[src/seq_pkg.sv]
// Shared constants for the averaging sequencer and its host controller
package seq_pkg;
  // ----------------------------------------------------------------
  // Timing
  // ----------------------------------------------------------------
  localparam int CLK_PERIOD_NS = 10;
  localparam int HOLD_TIME_NS = 3440;
  localparam int HOLD_CYCLES = (HOLD_TIME_NS + CLK_PERIOD_NS - 1) / CLK_PERIOD_NS;
  localparam int DTEMP_TIME_US = 50;
  localparam int DTEMP_CYCLES = DTEMP_TIME_US * 1000 / CLK_PERIOD_NS;
  localparam int AUTO_TIME_MS = 1000;
  localparam int AUTO_CYCLES = AUTO_TIME_MS * 100000;
  localparam int HS_PER_NS = 12600;
  localparam int GEN_MIN_NS = 4130;
  localparam int CELL_FIRST_US = 60;
  localparam int MON_FIRST_US = 1000;
  localparam logic [16:0] HS_PER_CYC = 17'(HS_PER_NS / CLK_PERIOD_NS);
  localparam logic [16:0] GEN_MIN_CYC =
    17'((GEN_MIN_NS + CLK_PERIOD_NS - 1) / CLK_PERIOD_NS);
  localparam logic [16:0] CELL_FIRST_CYC =
    17'(CELL_FIRST_US * 1000 / CLK_PERIOD_NS);
  localparam logic [16:0] MON_FIRST_CYC =
    17'(MON_FIRST_US * 1000 / CLK_PERIOD_NS);
  // ----------------------------------------------------------------
  // Channel positions in sequence order
  // ----------------------------------------------------------------
  localparam int NUM_POS = 30;
  localparam logic [4:0] POS_AUX0 = 5'h10;
  localparam logic [4:0] POS_DTEMP = 5'h18;
  localparam logic [4:0] POS_ATEMP = 5'h19;
  localparam logic [4:0] POS_CORE = 5'h1a;
  localparam logic [4:0] POS_REF = 5'h1b;
  localparam logic [4:0] POS_MON = 5'h1c;
  localparam logic [4:0] POS_NEG = 5'h1d;
  localparam logic [2:0] OVS_MAX_CODE = 3'h4;
  // ----------------------------------------------------------------
  // Software register offsets in the host controller
  // ----------------------------------------------------------------
  localparam logic [7:0] REG_CTRL = 8'h00;
  localparam logic [7:0] REG_CELL = 8'h01;
  localparam logic [7:0] REG_SEL = 8'h02;
  localparam logic [7:0] REG_GEN_PER = 8'h03;
  localparam logic [7:0] REG_CELL_PER = 8'h04;
  localparam logic [7:0] REG_AUX_PER = 8'h05;
  localparam logic [7:0] REG_MON_PER = 8'h06;
  localparam logic [7:0] REG_NEG_PER = 8'h07;
  localparam logic [7:0] REG_INT_PER = 8'h08;
  localparam logic [7:0] REG_THRESH = 8'h09;
  localparam logic [7:0] REG_STATUS = 8'h0a;
  localparam logic [7:0] REG_RESULT0 = 8'h20;
  localparam logic [15:0] THRESH_RESET = 16'hffff;

  typedef enum logic [1:0] {
    ST_IDLE = 2'b00,
    ST_SEEK = 2'b01,
    ST_TRACK = 2'b10,
    ST_HOLD = 2'b11
  } seq_state_t;
endpackage

[src/seq_link_if.sv]
// Link between the host controller and the averaging sequencer
`timescale 1ns/1ps
interface seq_link_if;
  logic start;
  logic broadcast;
  logic averaging_order_sel;
  logic [2:0] oversample_config;
  logic module_monitor_enable;
  logic digital_temp_select;
  logic [15:0] cell_mask;
  logic [4:0] cell_count_config;
  logic [7:0] aux_mask;
  logic [4:0] int_mask;
  logic [16:0] high_side_oversample_period;
  logic [16:0] general_oversample_period;
  logic [16:0] cell_first_sample_period;
  logic [16:0] aux_first_sample_period;
  logic [16:0] module_first_period;
  logic [16:0] neg_supply_first_period;
  logic [16:0] internal_first_period;
  logic [15:0] temp_threshold;
  logic rd_req;
  logic [4:0] rd_addr;
  logic [15:0] rd_data;
  logic busy;
  logic done;
  logic temp_fault;

  modport dev (
    input start, broadcast, averaging_order_sel, oversample_config,
    module_monitor_enable, digital_temp_select, cell_mask,
    cell_count_config, aux_mask, int_mask, high_side_oversample_period,
    general_oversample_period, cell_first_sample_period,
    aux_first_sample_period, module_first_period, neg_supply_first_period,
    internal_first_period, temp_threshold, rd_req, rd_addr,
    output rd_data, busy, done, temp_fault
  );
  modport host (
    output start, broadcast, averaging_order_sel, oversample_config,
    module_monitor_enable, digital_temp_select, cell_mask,
    cell_count_config, aux_mask, int_mask, high_side_oversample_period,
    general_oversample_period, cell_first_sample_period,
    aux_first_sample_period, module_first_period, neg_supply_first_period,
    internal_first_period, temp_threshold, rd_req, rd_addr,
    input rd_data, busy, done, temp_fault
  );
endinterface

[src/seq_device.sv]
// Averaging measurement sequencer for the battery-monitor converter
// Overview of operation
// RL1 - Oversample count two to thirty-two
// RL2 - Average samples into one 16-bit result
// RL3 - Order: cells, then aux, then internal
// RL4 - Cycled mode: one sample per channel pass
// RL5 - Non-cycled: all samples per channel consecutively
// RL6 - First sample uses its own period
// RL7 - Later cell/aux period depends on mode
// RL8 - Internal later samples: high-side or general
// RL9 - Host fixes high-side, bounds general period
// RL10 - Digital temp unaveraged, timing still oversampled
// RL11 - Module monitor does two or one conversions
// RL12 - Command write starts the sequence
// RL13 - Broadcast start is simultaneous for all
// RL14 - Full scale code means twice reference
// RL15 - Module channel divided by twenty-five
// RL16 - Digital temp only when selected, voltage
// RL17 - Fault flag recomputed from stored temperature
// RL18 - Timer samples digital temp every second
// RL19 - Temp-sampling command restarts the timer
// RL20 - Command preempts auto sample, which reruns
// RL21 - Host recommended first sample periods
// RL22 - Cells sampled highest first, downward
// RL23 - Fixed hold per conversion after tracking
// RL24 - Latest result per channel stored, readable
//
// Our own choices: the register addresses and the plain strobed port.
`timescale 1ns/1ps
module seq_device #(
  parameter int DTEMP_CYC = seq_pkg::DTEMP_CYCLES,
  parameter int AUTO_CYC = seq_pkg::AUTO_CYCLES
) (
  input wire logic sys_clk,
  input wire logic rst,
  input wire logic [13:0] adc_data,
  output logic [4:0] conv_channel,
  output logic conv_sample,
  seq_link_if.dev link
);
  seq_pkg::seq_state_t state_q, state_d;
  logic [4:0] pos_q, pos_d;
  logic [5:0] samp_q, samp_d;
  logic [16:0] cnt_q, cnt_d;
  logic [2:0] ovs_q, ovs_d;
  logic cyc_q, cyc_d, mon_q, mon_d, dts_q, dts_d, auto_q, auto_d;
  logic conv2_q, conv2_d, pend_q, pend_d, done_q, done_d;
  logic [26:0] tmr_q, tmr_d;
  logic [18:0] acc_q [seq_pkg::NUM_POS];
  logic [15:0] res_q [seq_pkg::NUM_POS];
  logic [15:0] rdat_q, fault_q;
  logic fault_bit_q;
  logic [5:0] nsamp;
  logic [18:0] sum;
  logic [20:0] scaled;
  logic [15:0] avg;
  logic cap, last, start_cmd;

  // ----------------------------------------------------------------
  // Helpers
  // ----------------------------------------------------------------
  // Samples per average from the oversample code
  function automatic logic [5:0] samples(input logic [2:0] code);
    logic [2:0] c;
    c = (code > seq_pkg::OVS_MAX_CODE) ? seq_pkg::OVS_MAX_CODE : code;
    samples = 6'h2 << c; // RL1
  endfunction

  // Channel selected at a sequence position
  function automatic logic selected(input logic [4:0] p, input logic au);
    logic s;
    s = 1'b0;
    if (au) s = (p == seq_pkg::POS_DTEMP);
    else if (p < seq_pkg::POS_AUX0)
      s = link.cell_mask[4'(15 - p)] && // RL22
          (5'(16 - p) <= link.cell_count_config);
    else if (p < seq_pkg::POS_DTEMP) s = link.aux_mask[3'(p)];
    else if (p == seq_pkg::POS_DTEMP) s = link.digital_temp_select; // RL16
    else if (p <= seq_pkg::POS_NEG) s = link.int_mask[3'(p - 5'h19)];
    selected = s;
  endfunction

  // Tracking period for a position and sample index
  function automatic logic [16:0] period(input logic [4:0] p,
                                         input logic [5:0] n,
                                         input logic cy);
    logic [16:0] v;
    v = link.high_side_oversample_period; // RL8
    if (n == 6'h0)
    begin
      // RL6
      if (p < seq_pkg::POS_AUX0) v = link.cell_first_sample_period;
      else if (p < seq_pkg::POS_DTEMP) v = link.aux_first_sample_period;
      else if (p == seq_pkg::POS_DTEMP) v = 17'(DTEMP_CYC); // RL10
      else if (p == seq_pkg::POS_MON) v = link.module_first_period;
      else if (p == seq_pkg::POS_NEG) v = link.neg_supply_first_period;
      else v = link.internal_first_period;
    end
    else if (p < seq_pkg::POS_AUX0) // RL7
      v = cy ? link.cell_first_sample_period
             : link.high_side_oversample_period;
    else if (p < seq_pkg::POS_DTEMP)
      v = cy ? link.aux_first_sample_period
             : link.general_oversample_period;
    else if (p == seq_pkg::POS_CORE) v = link.general_oversample_period;
    period = (v == 17'h0) ? 17'h0 : v - 17'h1;
  endfunction

  // ----------------------------------------------------------------
  // Sequencer
  // ----------------------------------------------------------------
  assign nsamp = auto_q ? 6'h1 : samples(ovs_q);
  assign last = (samp_q == nsamp - 6'h1);
  assign cap = (state_q == seq_pkg::ST_HOLD) && (cnt_q == 17'h0) && !conv2_q;
  assign start_cmd = link.start; // RL12 RL13

  // Next state of the walk over positions and samples
  always_comb
  begin
    state_d = state_q; pos_d = pos_q; samp_d = samp_q; cnt_d = cnt_q;
    ovs_d = ovs_q; cyc_d = cyc_q; mon_d = mon_q; dts_d = dts_q;
    auto_d = auto_q; conv2_d = conv2_q; done_d = 1'b0;
    if (start_cmd && (state_q == seq_pkg::ST_IDLE || auto_q)) // RL20
    begin
      state_d = seq_pkg::ST_SEEK; pos_d = 5'h0; samp_d = 6'h0; // RL3
      ovs_d = link.oversample_config; cyc_d = link.averaging_order_sel;
      mon_d = link.module_monitor_enable; dts_d = link.digital_temp_select;
      auto_d = 1'b0;
    end
    else
    begin
      case (state_q)
        seq_pkg::ST_IDLE:
        begin
          if (pend_q) // RL18
          begin
            state_d = seq_pkg::ST_SEEK; pos_d = seq_pkg::POS_DTEMP;
            samp_d = 6'h0; auto_d = 1'b1; dts_d = 1'b1;
          end
        end
        seq_pkg::ST_SEEK:
        begin
          if (pos_q < 5'(seq_pkg::NUM_POS) && selected(pos_q, auto_q))
          begin
            state_d = seq_pkg::ST_TRACK;
            cnt_d = period(pos_q, samp_q, cyc_q);
          end
          else if (pos_q < 5'(seq_pkg::NUM_POS) - 5'h1 && !auto_q)
            pos_d = pos_q + 5'h1;
          else if (cyc_q && !last && !auto_q) // RL4
          begin
            pos_d = 5'h0; samp_d = samp_q + 6'h1;
          end
          else
          begin
            state_d = seq_pkg::ST_IDLE; done_d = !auto_q; auto_d = 1'b0;
          end
        end
        seq_pkg::ST_TRACK:
        begin
          if (cnt_q != 17'h0) cnt_d = cnt_q - 17'h1;
          else
          begin
            state_d = seq_pkg::ST_HOLD; // RL23
            cnt_d = 17'(seq_pkg::HOLD_CYCLES - 1);
            conv2_d = mon_q && (pos_q == seq_pkg::POS_MON); // RL11
          end
        end
        default:
        begin
          if (cnt_q != 17'h0) cnt_d = cnt_q - 17'h1;
          else if (conv2_q)
          begin
            conv2_d = 1'b0; cnt_d = 17'(seq_pkg::HOLD_CYCLES - 1); // RL11
          end
          else if (!cyc_q && !last) // RL5
          begin
            state_d = seq_pkg::ST_TRACK; samp_d = samp_q + 6'h1;
            cnt_d = period(pos_q, samp_q + 6'h1, cyc_q);
          end
          else
          begin
            state_d = seq_pkg::ST_SEEK;
            if (cyc_q) pos_d = pos_q + 5'h1;
            else
            begin
              pos_d = pos_q + 5'h1; samp_d = 6'h0;
            end
          end
        end
      endcase
    end
  end

  // Auto temperature timer and pending request
  // Timer runs free so autos stay one period apart; expiry beats the auto completion clear, a temp-select command clear beats expiry
  always_comb
  begin
    tmr_d = tmr_q + 27'h1;
    pend_d = pend_q;
    if (auto_q && cap) pend_d = 1'b0; // RL20
    if (tmr_q >= 27'(AUTO_CYC - 1))
    begin
      tmr_d = 27'h0; pend_d = 1'b1; // RL18
    end
    if (start_cmd && link.digital_temp_select &&
        (state_q == seq_pkg::ST_IDLE || auto_q))
    begin
      tmr_d = 27'h0; pend_d = 1'b0; // RL19
    end
  end

  always_ff @(posedge sys_clk or posedge rst)
  begin
    if (rst)
    begin
      state_q <= seq_pkg::ST_IDLE; pos_q <= 5'h0; samp_q <= 6'h0;
      cnt_q <= 17'h0; ovs_q <= 3'h0; cyc_q <= 1'b0; mon_q <= 1'b0;
      dts_q <= 1'b0; auto_q <= 1'b0; conv2_q <= 1'b0; done_q <= 1'b0;
      tmr_q <= 27'h0; pend_q <= 1'b0;
    end
    else
    begin
      state_q <= state_d; pos_q <= pos_d; samp_q <= samp_d; cnt_q <= cnt_d;
      ovs_q <= ovs_d; cyc_q <= cyc_d; mon_q <= mon_d; dts_q <= dts_d;
      auto_q <= auto_d; conv2_q <= conv2_d; done_q <= done_d;
      tmr_q <= tmr_d; pend_q <= pend_d;
    end
  end

  // ----------------------------------------------------------------
  // Accumulation and results
  // ----------------------------------------------------------------
  // Sum scaled to 16 bits: times four, divided by sample count
  always_comb
  begin
    sum = (samp_q == 6'h0) ? {5'h0, adc_data}
                           : acc_q[pos_q] + {5'h0, adc_data};
    scaled = {sum, 2'b00} >> (ovs_q > seq_pkg::OVS_MAX_CODE ?
                              3'h5 : ovs_q + 3'h1);
    avg = scaled[15:0]; // RL2 RL14 RL15
    if (pos_q == seq_pkg::POS_DTEMP || auto_q) avg = {adc_data, 2'b00};
  end

  // Accumulators and stored results, one per position
  always_ff @(posedge sys_clk or posedge rst)
  begin
    if (rst)
    begin
      for (int i = 0; i < seq_pkg::NUM_POS; i++)
      begin
        acc_q[i] <= 19'h0;
        res_q[i] <= 16'h0;
      end
      rdat_q <= 16'h0; fault_bit_q <= 1'b0;
    end
    else
    begin
      if (cap)
      begin
        acc_q[pos_q] <= sum;
        // RL10
        if (pos_q == seq_pkg::POS_DTEMP)
        begin
          if (samp_q == 6'h0) res_q[pos_q] <= avg;
        end
        else if (last) res_q[pos_q] <= avg; // RL24
      end
      if (link.rd_req) rdat_q <= (link.rd_addr < 5'(seq_pkg::NUM_POS)) ?
                                 res_q[link.rd_addr] : 16'h0;
      fault_bit_q <= res_q[seq_pkg::POS_DTEMP] > link.temp_threshold; // RL17
    end
  end

  assign conv_channel = pos_q;
  assign conv_sample = cap;
  assign link.rd_data = rdat_q;
  assign link.busy = (state_q != seq_pkg::ST_IDLE) && !auto_q;
  assign link.done = done_q;
  assign link.temp_fault = fault_bit_q;
endmodule

[src/flat_wrapper.sv]
// flat-port wrapper written by rule: the top's interface ports become plain ports
module seq_device_flat 
#(
  parameter int DTEMP_CYC = seq_pkg::DTEMP_CYCLES,
  parameter int AUTO_CYC = seq_pkg::AUTO_CYCLES
)
  (sys_clk, rst, adc_data, conv_channel, conv_sample, link_start, link_broadcast, link_averaging_order_sel, link_oversample_config, link_module_monitor_enable, link_digital_temp_select, link_cell_mask, link_cell_count_config, link_aux_mask, link_int_mask, link_high_side_oversample_period, link_general_oversample_period, link_cell_first_sample_period, link_aux_first_sample_period, link_module_first_period, link_neg_supply_first_period, link_internal_first_period, link_temp_threshold, link_rd_req, link_rd_addr, link_rd_data, link_busy, link_done, link_temp_fault);
  seq_link_if link_i ();
  input wire logic sys_clk;
  input wire logic rst;
  input wire logic [13:0] adc_data;
  output logic [4:0] conv_channel;
  output logic conv_sample;
  input wire logic [$bits(link_i.start)-1:0] link_start;
  input wire logic [$bits(link_i.broadcast)-1:0] link_broadcast;
  input wire logic [$bits(link_i.averaging_order_sel)-1:0] link_averaging_order_sel;
  input wire logic [$bits(link_i.oversample_config)-1:0] link_oversample_config;
  input wire logic [$bits(link_i.module_monitor_enable)-1:0] link_module_monitor_enable;
  input wire logic [$bits(link_i.digital_temp_select)-1:0] link_digital_temp_select;
  input wire logic [$bits(link_i.cell_mask)-1:0] link_cell_mask;
  input wire logic [$bits(link_i.cell_count_config)-1:0] link_cell_count_config;
  input wire logic [$bits(link_i.aux_mask)-1:0] link_aux_mask;
  input wire logic [$bits(link_i.int_mask)-1:0] link_int_mask;
  input wire logic [$bits(link_i.high_side_oversample_period)-1:0] link_high_side_oversample_period;
  input wire logic [$bits(link_i.general_oversample_period)-1:0] link_general_oversample_period;
  input wire logic [$bits(link_i.cell_first_sample_period)-1:0] link_cell_first_sample_period;
  input wire logic [$bits(link_i.aux_first_sample_period)-1:0] link_aux_first_sample_period;
  input wire logic [$bits(link_i.module_first_period)-1:0] link_module_first_period;
  input wire logic [$bits(link_i.neg_supply_first_period)-1:0] link_neg_supply_first_period;
  input wire logic [$bits(link_i.internal_first_period)-1:0] link_internal_first_period;
  input wire logic [$bits(link_i.temp_threshold)-1:0] link_temp_threshold;
  input wire logic [$bits(link_i.rd_req)-1:0] link_rd_req;
  input wire logic [$bits(link_i.rd_addr)-1:0] link_rd_addr;
  output wire logic [$bits(link_i.rd_data)-1:0] link_rd_data;
  output wire logic [$bits(link_i.busy)-1:0] link_busy;
  output wire logic [$bits(link_i.done)-1:0] link_done;
  output wire logic [$bits(link_i.temp_fault)-1:0] link_temp_fault;
  assign link_i.start = link_start;
  assign link_i.broadcast = link_broadcast;
  assign link_i.averaging_order_sel = link_averaging_order_sel;
  assign link_i.oversample_config = link_oversample_config;
  assign link_i.module_monitor_enable = link_module_monitor_enable;
  assign link_i.digital_temp_select = link_digital_temp_select;
  assign link_i.cell_mask = link_cell_mask;
  assign link_i.cell_count_config = link_cell_count_config;
  assign link_i.aux_mask = link_aux_mask;
  assign link_i.int_mask = link_int_mask;
  assign link_i.high_side_oversample_period = link_high_side_oversample_period;
  assign link_i.general_oversample_period = link_general_oversample_period;
  assign link_i.cell_first_sample_period = link_cell_first_sample_period;
  assign link_i.aux_first_sample_period = link_aux_first_sample_period;
  assign link_i.module_first_period = link_module_first_period;
  assign link_i.neg_supply_first_period = link_neg_supply_first_period;
  assign link_i.internal_first_period = link_internal_first_period;
  assign link_i.temp_threshold = link_temp_threshold;
  assign link_i.rd_req = link_rd_req;
  assign link_i.rd_addr = link_rd_addr;
  assign link_rd_data = link_i.rd_data;
  assign link_busy = link_i.busy;
  assign link_done = link_i.done;
  assign link_temp_fault = link_i.temp_fault;
  seq_device #(.DTEMP_CYC(DTEMP_CYC), .AUTO_CYC(AUTO_CYC)) u_core (.sys_clk(sys_clk), .rst(rst), .adc_data(adc_data), .conv_channel(conv_channel), .conv_sample(conv_sample), .link(link_i));
endmodule
[config.mk]
export PLATFORM = sky130hd
export DESIGN_NAME = seq_device_flat
export DESIGN_NICKNAME = d
export VERILOG_FILES = /design/src/seq_pkg.sv /design/src/seq_link_if.sv /design/src/seq_device.sv /design/src/flat_wrapper.sv
export SDC_FILE = /design/constraint.sdc
export NUM_CORES = 2
export LEC_CHECK = 0
export ABC_AREA = 1
export ABC_CLOCK_PERIOD_IN_PS = 52000
export BUFFER_PORTS_ARGS = -buffer_cell sky130_fd_sc_hd__buf_2
export CAP_MARGIN = 20
export CORE_AREA = 8 8 371 337
export DETAILED_ROUTE_END_ITERATION = 8
export DIE_AREA = 0 0 379 345
export HOLD_SLACK_MARGIN = 0.05
export PLACE_DENSITY = 0.78
export SKIP_CTS_REPAIR_TIMING = 1
export SLEW_MARGIN = 40
export SYNTH_ARGS = -nofsm -noshare
export SYNTH_HDL_FRONTEND = slang
export SYNTH_SLANG_ARGS = --single-unit
[constraint.sdc]
create_clock -name sys_clk -period 52 [get_ports sys_clk]
set_input_delay 10.4 -clock sys_clk [delete_from_list [all_inputs] [get_ports sys_clk]]
set_output_delay 10.4 -clock sys_clk [all_outputs]
set_load 0.01 [all_outputs]
# Word-level counts from Yosys, hierarchy flattened
# Cells that the tools add are included.
# Widths: inputs -> output; s select.
op_classes:
  n_bitwise: 6
  n_addsub: 12
  n_div: 0
  muxes: 110
  n_eq_ne: 25
  shift: 2
  mul: 0
  reduce_logical: 42
  magnitude_cmp: 16
op_table:
  columns: ["operator", "count"]
  rows:
  - ["$mux 480", 3]
  - ["$bwmux 570", 1]
  - ["$bwmux 480", 1]
  - ["$mux 17", 27]
  - ["$bmux 19 s5", 1]
  - ["$demux 19 s5", 1]
  - ["$bmux 16 s5", 1]
  - ["$demux 16 s5", 1]
  - ["$mux 16", 5]
  - ["$mux 19", 4]
  - ["$mux 6", 10]
  - ["$mux 27", 2]
  - ["$logic_not 17->1", 3]
  - ["$pmux 17 s3", 1]
  - ["$sub 17x1->17 const B", 3]
  - ["$mux 5", 8]
  - ["$add 27x1->27 const B", 1]
  - ["$ge 27x27->1 const B", 1]
  - ["$lt 5x5->1 const B", 5]
  - ["$mux 1", 25]
  - ["$shr 21x3->16", 1]
  - ["$eq 5x5->1 const B", 4]
  - ["$add 19x14->19", 1]
  - ["$mux 2", 9]
  - ["other kinds (53)", 94]
word_totals:
  rom_bits: 0
  mem_bits_rw: 0
  elab_cells: 287
  in_bits: 199
  memories: 0
  latch_bits: 0
  output_inout_bits: 25
  reg_bits: 1133

# Longest topological paths before layout
depth:
  ltp_word: 19
  depth_mapped: 36
  mapped_depth_nobuf: 28

# Least setup slack after synthesis
# OpenSTA, ideal clock, no wires.
synth_path:
  kind: "input to register"
  startpoint: "input port adc_data[0]"
  endpoint: "register u_core.res_q[17] (netlist name)"
  setup_ps: 130
  path_stages: 19
  required_time_ps: 51870
  path_slack_ps: 39179
  path_buffers: 2
  t_arrival_ps: 12691
  cell_sequence: "ha_1 fa_1 nand2_1 inv_1 nand2_1 nand2_1 inv_1 or2_0 nand3_1 o21ai_1 inv_1 nand2_1 o21ai_0 o21ai_0 o21ai_0 nand2_1 clkbuf_1 clkbuf_1 o21ai_0"
synth_between:
  elab_chain_len: 7
  elab_cells_between_ends: 8
  classes_between: "add/sub: 1; shift: 1; mux: 6"
synth_rtl:
  columns: ["item", "line", "source"]
  rows:
  - ["start, declared", "flat_wrapper.sv:11", "input wire logic [13:0] adc_data;"]
  - ["$add 19x14->19", "seq_device.sv:238", ": acc_q[pos_q] + {5'h0, adc_data};"]
  - ["$mux 19 *", "seq_device.sv:237", "sum = (samp_q == 6'h0) ? {5'h0, adc_data}"]
  - ["$shr 21x3->16 *", "seq_device.sv:239", "scaled = {sum, 2'b00} >> (ovs_q > seq_pkg::OVS_MAX_CODE ?"]
  - ["$mux 16 *", "seq_device.sv:242", "if (pos_q == seq_pkg::POS_DTEMP || auto_q) avg = {adc_data, 2'b00};"]
  - ["$bwmux 480 *", "seq_device.sv:265, seq_device.sv:267", null]
  - ["$mux 480, on equally long branches", "seq_device.sv:267, seq_device.sv:265", null]
  - ["$mux 480 *", "seq_device.sv:263", "if (pos_q == seq_pkg::POS_DTEMP)"]
  - ["end signal, assigned by index", "seq_device.sv:265", "if (samp_q == 6'h0) res_q[pos_q] <= avg;"]
  - ["end signal, assigned by index", "seq_device.sv:267", "else if (last) res_q[pos_q] <= avg;"]
  - ["end, declared", "seq_device.sv:50", "logic [15:0] res_q [seq_pkg::NUM_POS];"]
# Mark *: on every way between the ends. The rest lies on a longest branch, timed or not. The select of a mux whose other input is x is not followed.
# A chain may end at the register's enable or synchronous reset.

# Final worst setup path
layout_path:
  startpoint: "register u_core.cnt_q[0]"
  endpoint: "output port conv_sample"
layout_between:
  elab_chain_len: 3
layout_rtl:
  columns: ["item", "line", "source"]
  rows:
  - ["start, declared", "seq_device.sv:44", "logic [16:0] cnt_q, cnt_d;"]
  - ["start signal, assigned", "seq_device.sv:224", "state_q <= state_d; pos_q <= pos_d; samp_q <= samp_d; cnt_q <= cnt_d;"]
  - ["$logic_not 17->1", "seq_device.sv:114", "assign cap = (state_q == seq_pkg::ST_HOLD) && (cnt_q == 17'h0) && !conv2_q;"]
  - ["$logic_and 1x1->1 (2 in series)", "seq_device.sv:114", null]
  - ["end, declared", "flat_wrapper.sv:13", "output logic conv_sample;"]
# No other way between the ends.

==> reports/metrics.cfg <==
[setup_path]
max_stage_delay_ps = 430
cp_max_fo = 3
r2r_start = u_core.conv_channel[0]
worstSetupPathType = reg2out
end_kind = output port
critical_path.cell_chain = inv_1, ha_1, inv_1, nor3_2, nand3_1, nor2_2, nand2_1, nor4_1, nand3_1, nor2_1, nand2_1, nor2_1, buf_2
rrSetupSlack_ps = 45070
cp_data_required_time_ps = 41600
arrival_ps = 3560
crit_path_start_kind = flip-flop
slowest_stage = nor2_1
reg2reg_to = u_core.res_q[75]
reg2regPathDepth = 30

[clock_tree]
cts_tree = built
h-tree-depth = 3
cts_buffers = 112
clockBufferDepth = 3
clock_latency_ps = 750
root_buffer = clkbuf_16
clock_sinks = 1133
clkSlewWorstSetupHoldPaths_ps = 60

[sta]
finalSetupViolCount = 0
fin_crit_ps = 13960
fin_skew_ps = 39.08
setup_tns_ps = 0
finalMaxSlewViolations = 0
fin_crit_sh_pct = 26.85
slew_headroom_pct = 37.97
worstMarginPinSlew_ps = 930.5
rsz0062_at_grt = no
finalHoldViolCount = 0
fmax_mhz = 71.64

[detailed_routing]
dr.pass1.iters = 8
viasPerCell = 5.969
drc = 0
drt_wl_total_mm = 196.1
vias = 56300
wire_per_inst_um = 20.79
drtAntennaViolNets = 0
initialDrtViolationCount = 8173

[global_route]
first_global_vias = 52670
grt_util_all_layers_pct = 28.93
grt-ovfl-total = 0
grt_max_degree = 186
grt_pass1_wl_mm = 302.3
antenna_found_initial = 6

[synth]
synth_nets = 8131
synth_top_area_share_pct = 48.12
syn_area_um2 = 58920
synth_edf_count = 0
synth-xor-area-share_pct = 0.6541
async_reset_ff_share_pct = 100.0
yosys_warnings = 0
ys_seq_area_share_pct = 48.12
ys_seq_elements = 1133
synth_top_family_by_area = simple AND/OR/NAND/NOR gates
synthTopCellsByArea = dfrtp_1 48%, nand2_1 17%, o21ai_0 11%
ys.flop_type = dfrtp_1
synth.distinct_cells = 57
yosysTopAreaCell = dfrtp_1
synth-compound-area-share_pct = 16.09
synth-adder-area-share_pct = 1.181
synth_cells = 7877
syn_avg_cell_area_um2 = 7.480
synth-simple-area-share_pct = 27.31
synthMuxAreaShare_pct = 0.09344

[pwr]
seqPwrFrac_pct = 28.5
power.density_nw_per_um2 = 50.45
peakVddDrop_mv = 0.08684
p_switching_uw = 1552
power_uw = 3256
switching_share_pct = 47.68
p_int_uw = 1704
p_leak_uw = 0.03107
clockPowerShare_pct = 25.7
combPwrFrac_pct = 45.7

[place]
dpl.hpwl_mm = 122.1
globalplace.congestion = 0.9488
dp.cells = 9223
io_buffers = 222

[hold_path]
min_path_type = reg2reg
hp-start = u_core.tmr_q[0]
hold_depth = 1
hold_end = u_core.tmr_q[0]

[floorplanning]
initial_core_util_pct = 49.80
placementRows = 120
dieArea_um2 = 130800
die_w_um = 379
die_h_um = 345
core_area_um2 = 118300
io_pins = 224

[finish]
multi_input_area_um2 = 26860
layout_commonest_cell = nand2_1
final_cell_mix = 2615 x nand2_1, 1263 x o21ai_0, 1131 x dfrtp_1
seqCellArea_um2 = 28360
finalNonFillerCells = 9431
nets = 8010
fillCellCount = 10870
drive_above_1_share_pct = 8.580
syn_to_final_growth_pct = 9.556

[job]
maxCapViolations = 0

[run_status]
status = complete, no violations

==> synthesized netlist by cell type, types with 9 or more instances <==
master	n
o211ai_1	47
nand2_4	26
nand4_1	22
clkbuf_1	417
nor2_2	9
xor2_1	33
buf_2	101
inv_2	14
a221oi_1	16
nor2_1	726
inv_1	298
xnor2_1	11
buf_1	27
o22ai_1	118
buf_4	9
nand3_1	497
dfrtp_1	1133
a21oi_1	132
o221ai_1	92
ha_1	54
clkinv_2	21
or2_2	19
o21a_1	15
o21ai_1	19
a31oi_1	9
buf_6	24
o21ai_0	1267
nand2_1	2624
nor3_1	20
==> worst max-delay path by stage <==
stage	depth (start not counted)	endpoint	slack [ps]	from
6_report	13	conv_sample	38040	u_core.cnt_q[0]
5_1_grt	13	conv_sample	37730	u_core.cnt_q[0]
4_1_cts	13	conv_sample	38110	u_core.cnt_q[0]
3_5_place_dp	23	u_core.res_q[75]	38080	adc_data[0]
3_3_place_gp	6	u_core.acc_q[536]	37340	rst
2_1_floorplan	1	u_core.acc_q[0]	9690	rst
==> metrics by stage <==
| step | util, % | setup WS, ps | hold slack [ps] | area [µm²] |
|---|---|---|---|---|
| 6_report | 54.56 | 38040 | 468.3 | 64550 |
| 5_1_grt | 54.56 | 37730 | 487.2 | 64550 |
| 4_1_cts | 54.46 | 38110 | 470.2 | 64440 |
| 3_5_place_dp | 51.26 | 38080 | 459.9 | 60650 |
| 3_3_place_gp | 51.08 | 37340 | 445.7 | 60440 |
| 2_1_floorplan | - | 9693 | 432.9 | 58920 |
==> metal layers <==
layer | up-vias | global-route usage [%] | part of all wire [%]
met3 | 524 | 8.225 | 12
met5 | - | 0 | 0.0066
met2 | 3284 | 42.73 | 43
met4 | 2 | 10.72 | 3.9
met1 | 26950 | 40.43 | 41
li1 | 25530 | - | -
==> power groups by stage <==
stage	clock [µW]	combinational, µW	sequential [µW]
2_1_floorplan	0	933	935
3_3_place_gp	0	1400	943
3_5_place_dp	0	1420	944
4_1_cts	844	1430	928
5_1_grt	877	1590	931
6_report	838	1490	929
==> logic make-up (layout without fill, tap and decap cells) <==
kind of cell,Yosys count,count (layout)
DFF,1133,1133
xor gates and xnor gates,44,44
and+or+nand+nor,3983,3983
muxes,5,5
other,0,1
AOI/OAI and AO/OA,1737,1737
buffers and inverters,920,887
adders and majority gates,55,55
==> registers in the layout, indices dropped and copies added, names as in the netlist, 2 cells and up <==
name,cells
u_core.acc_q,570
u_core.res_q,480
u_core.tmr_q,27
u_core.cnt_q,17
u_core.link.rd_data,16
u_core.samp_q,6
u_core.conv_channel,5
u_core.ovs_q,3
u_core.state_q,2
==> critical path: cells and delay by family (launching register included) <==
family | cells | cell delay, ps
fa+ha+maj | 1 | 180
buf+inv | 3 | 380
flops | 1 | 400
simple gates | 9 | 1850
==> layout make-up <==
| class | count | share of cell area, % |
|---|---|---|
| repair buffers | 345 | 3.450 |
| flip-flops and latches | 1133 | 43.93 |
| diodes | 1 | 0.003877 |
| clock inverters | 32 | 0.6707 |
| multi-input cells | 5824 | 41.61 |
| well taps | 1586 | 3.074 |
| clock buffers | 170 | 5.193 |
| inverters | 340 | 2.068 |
No activity file was read; power rests on OpenSTA's default activity.
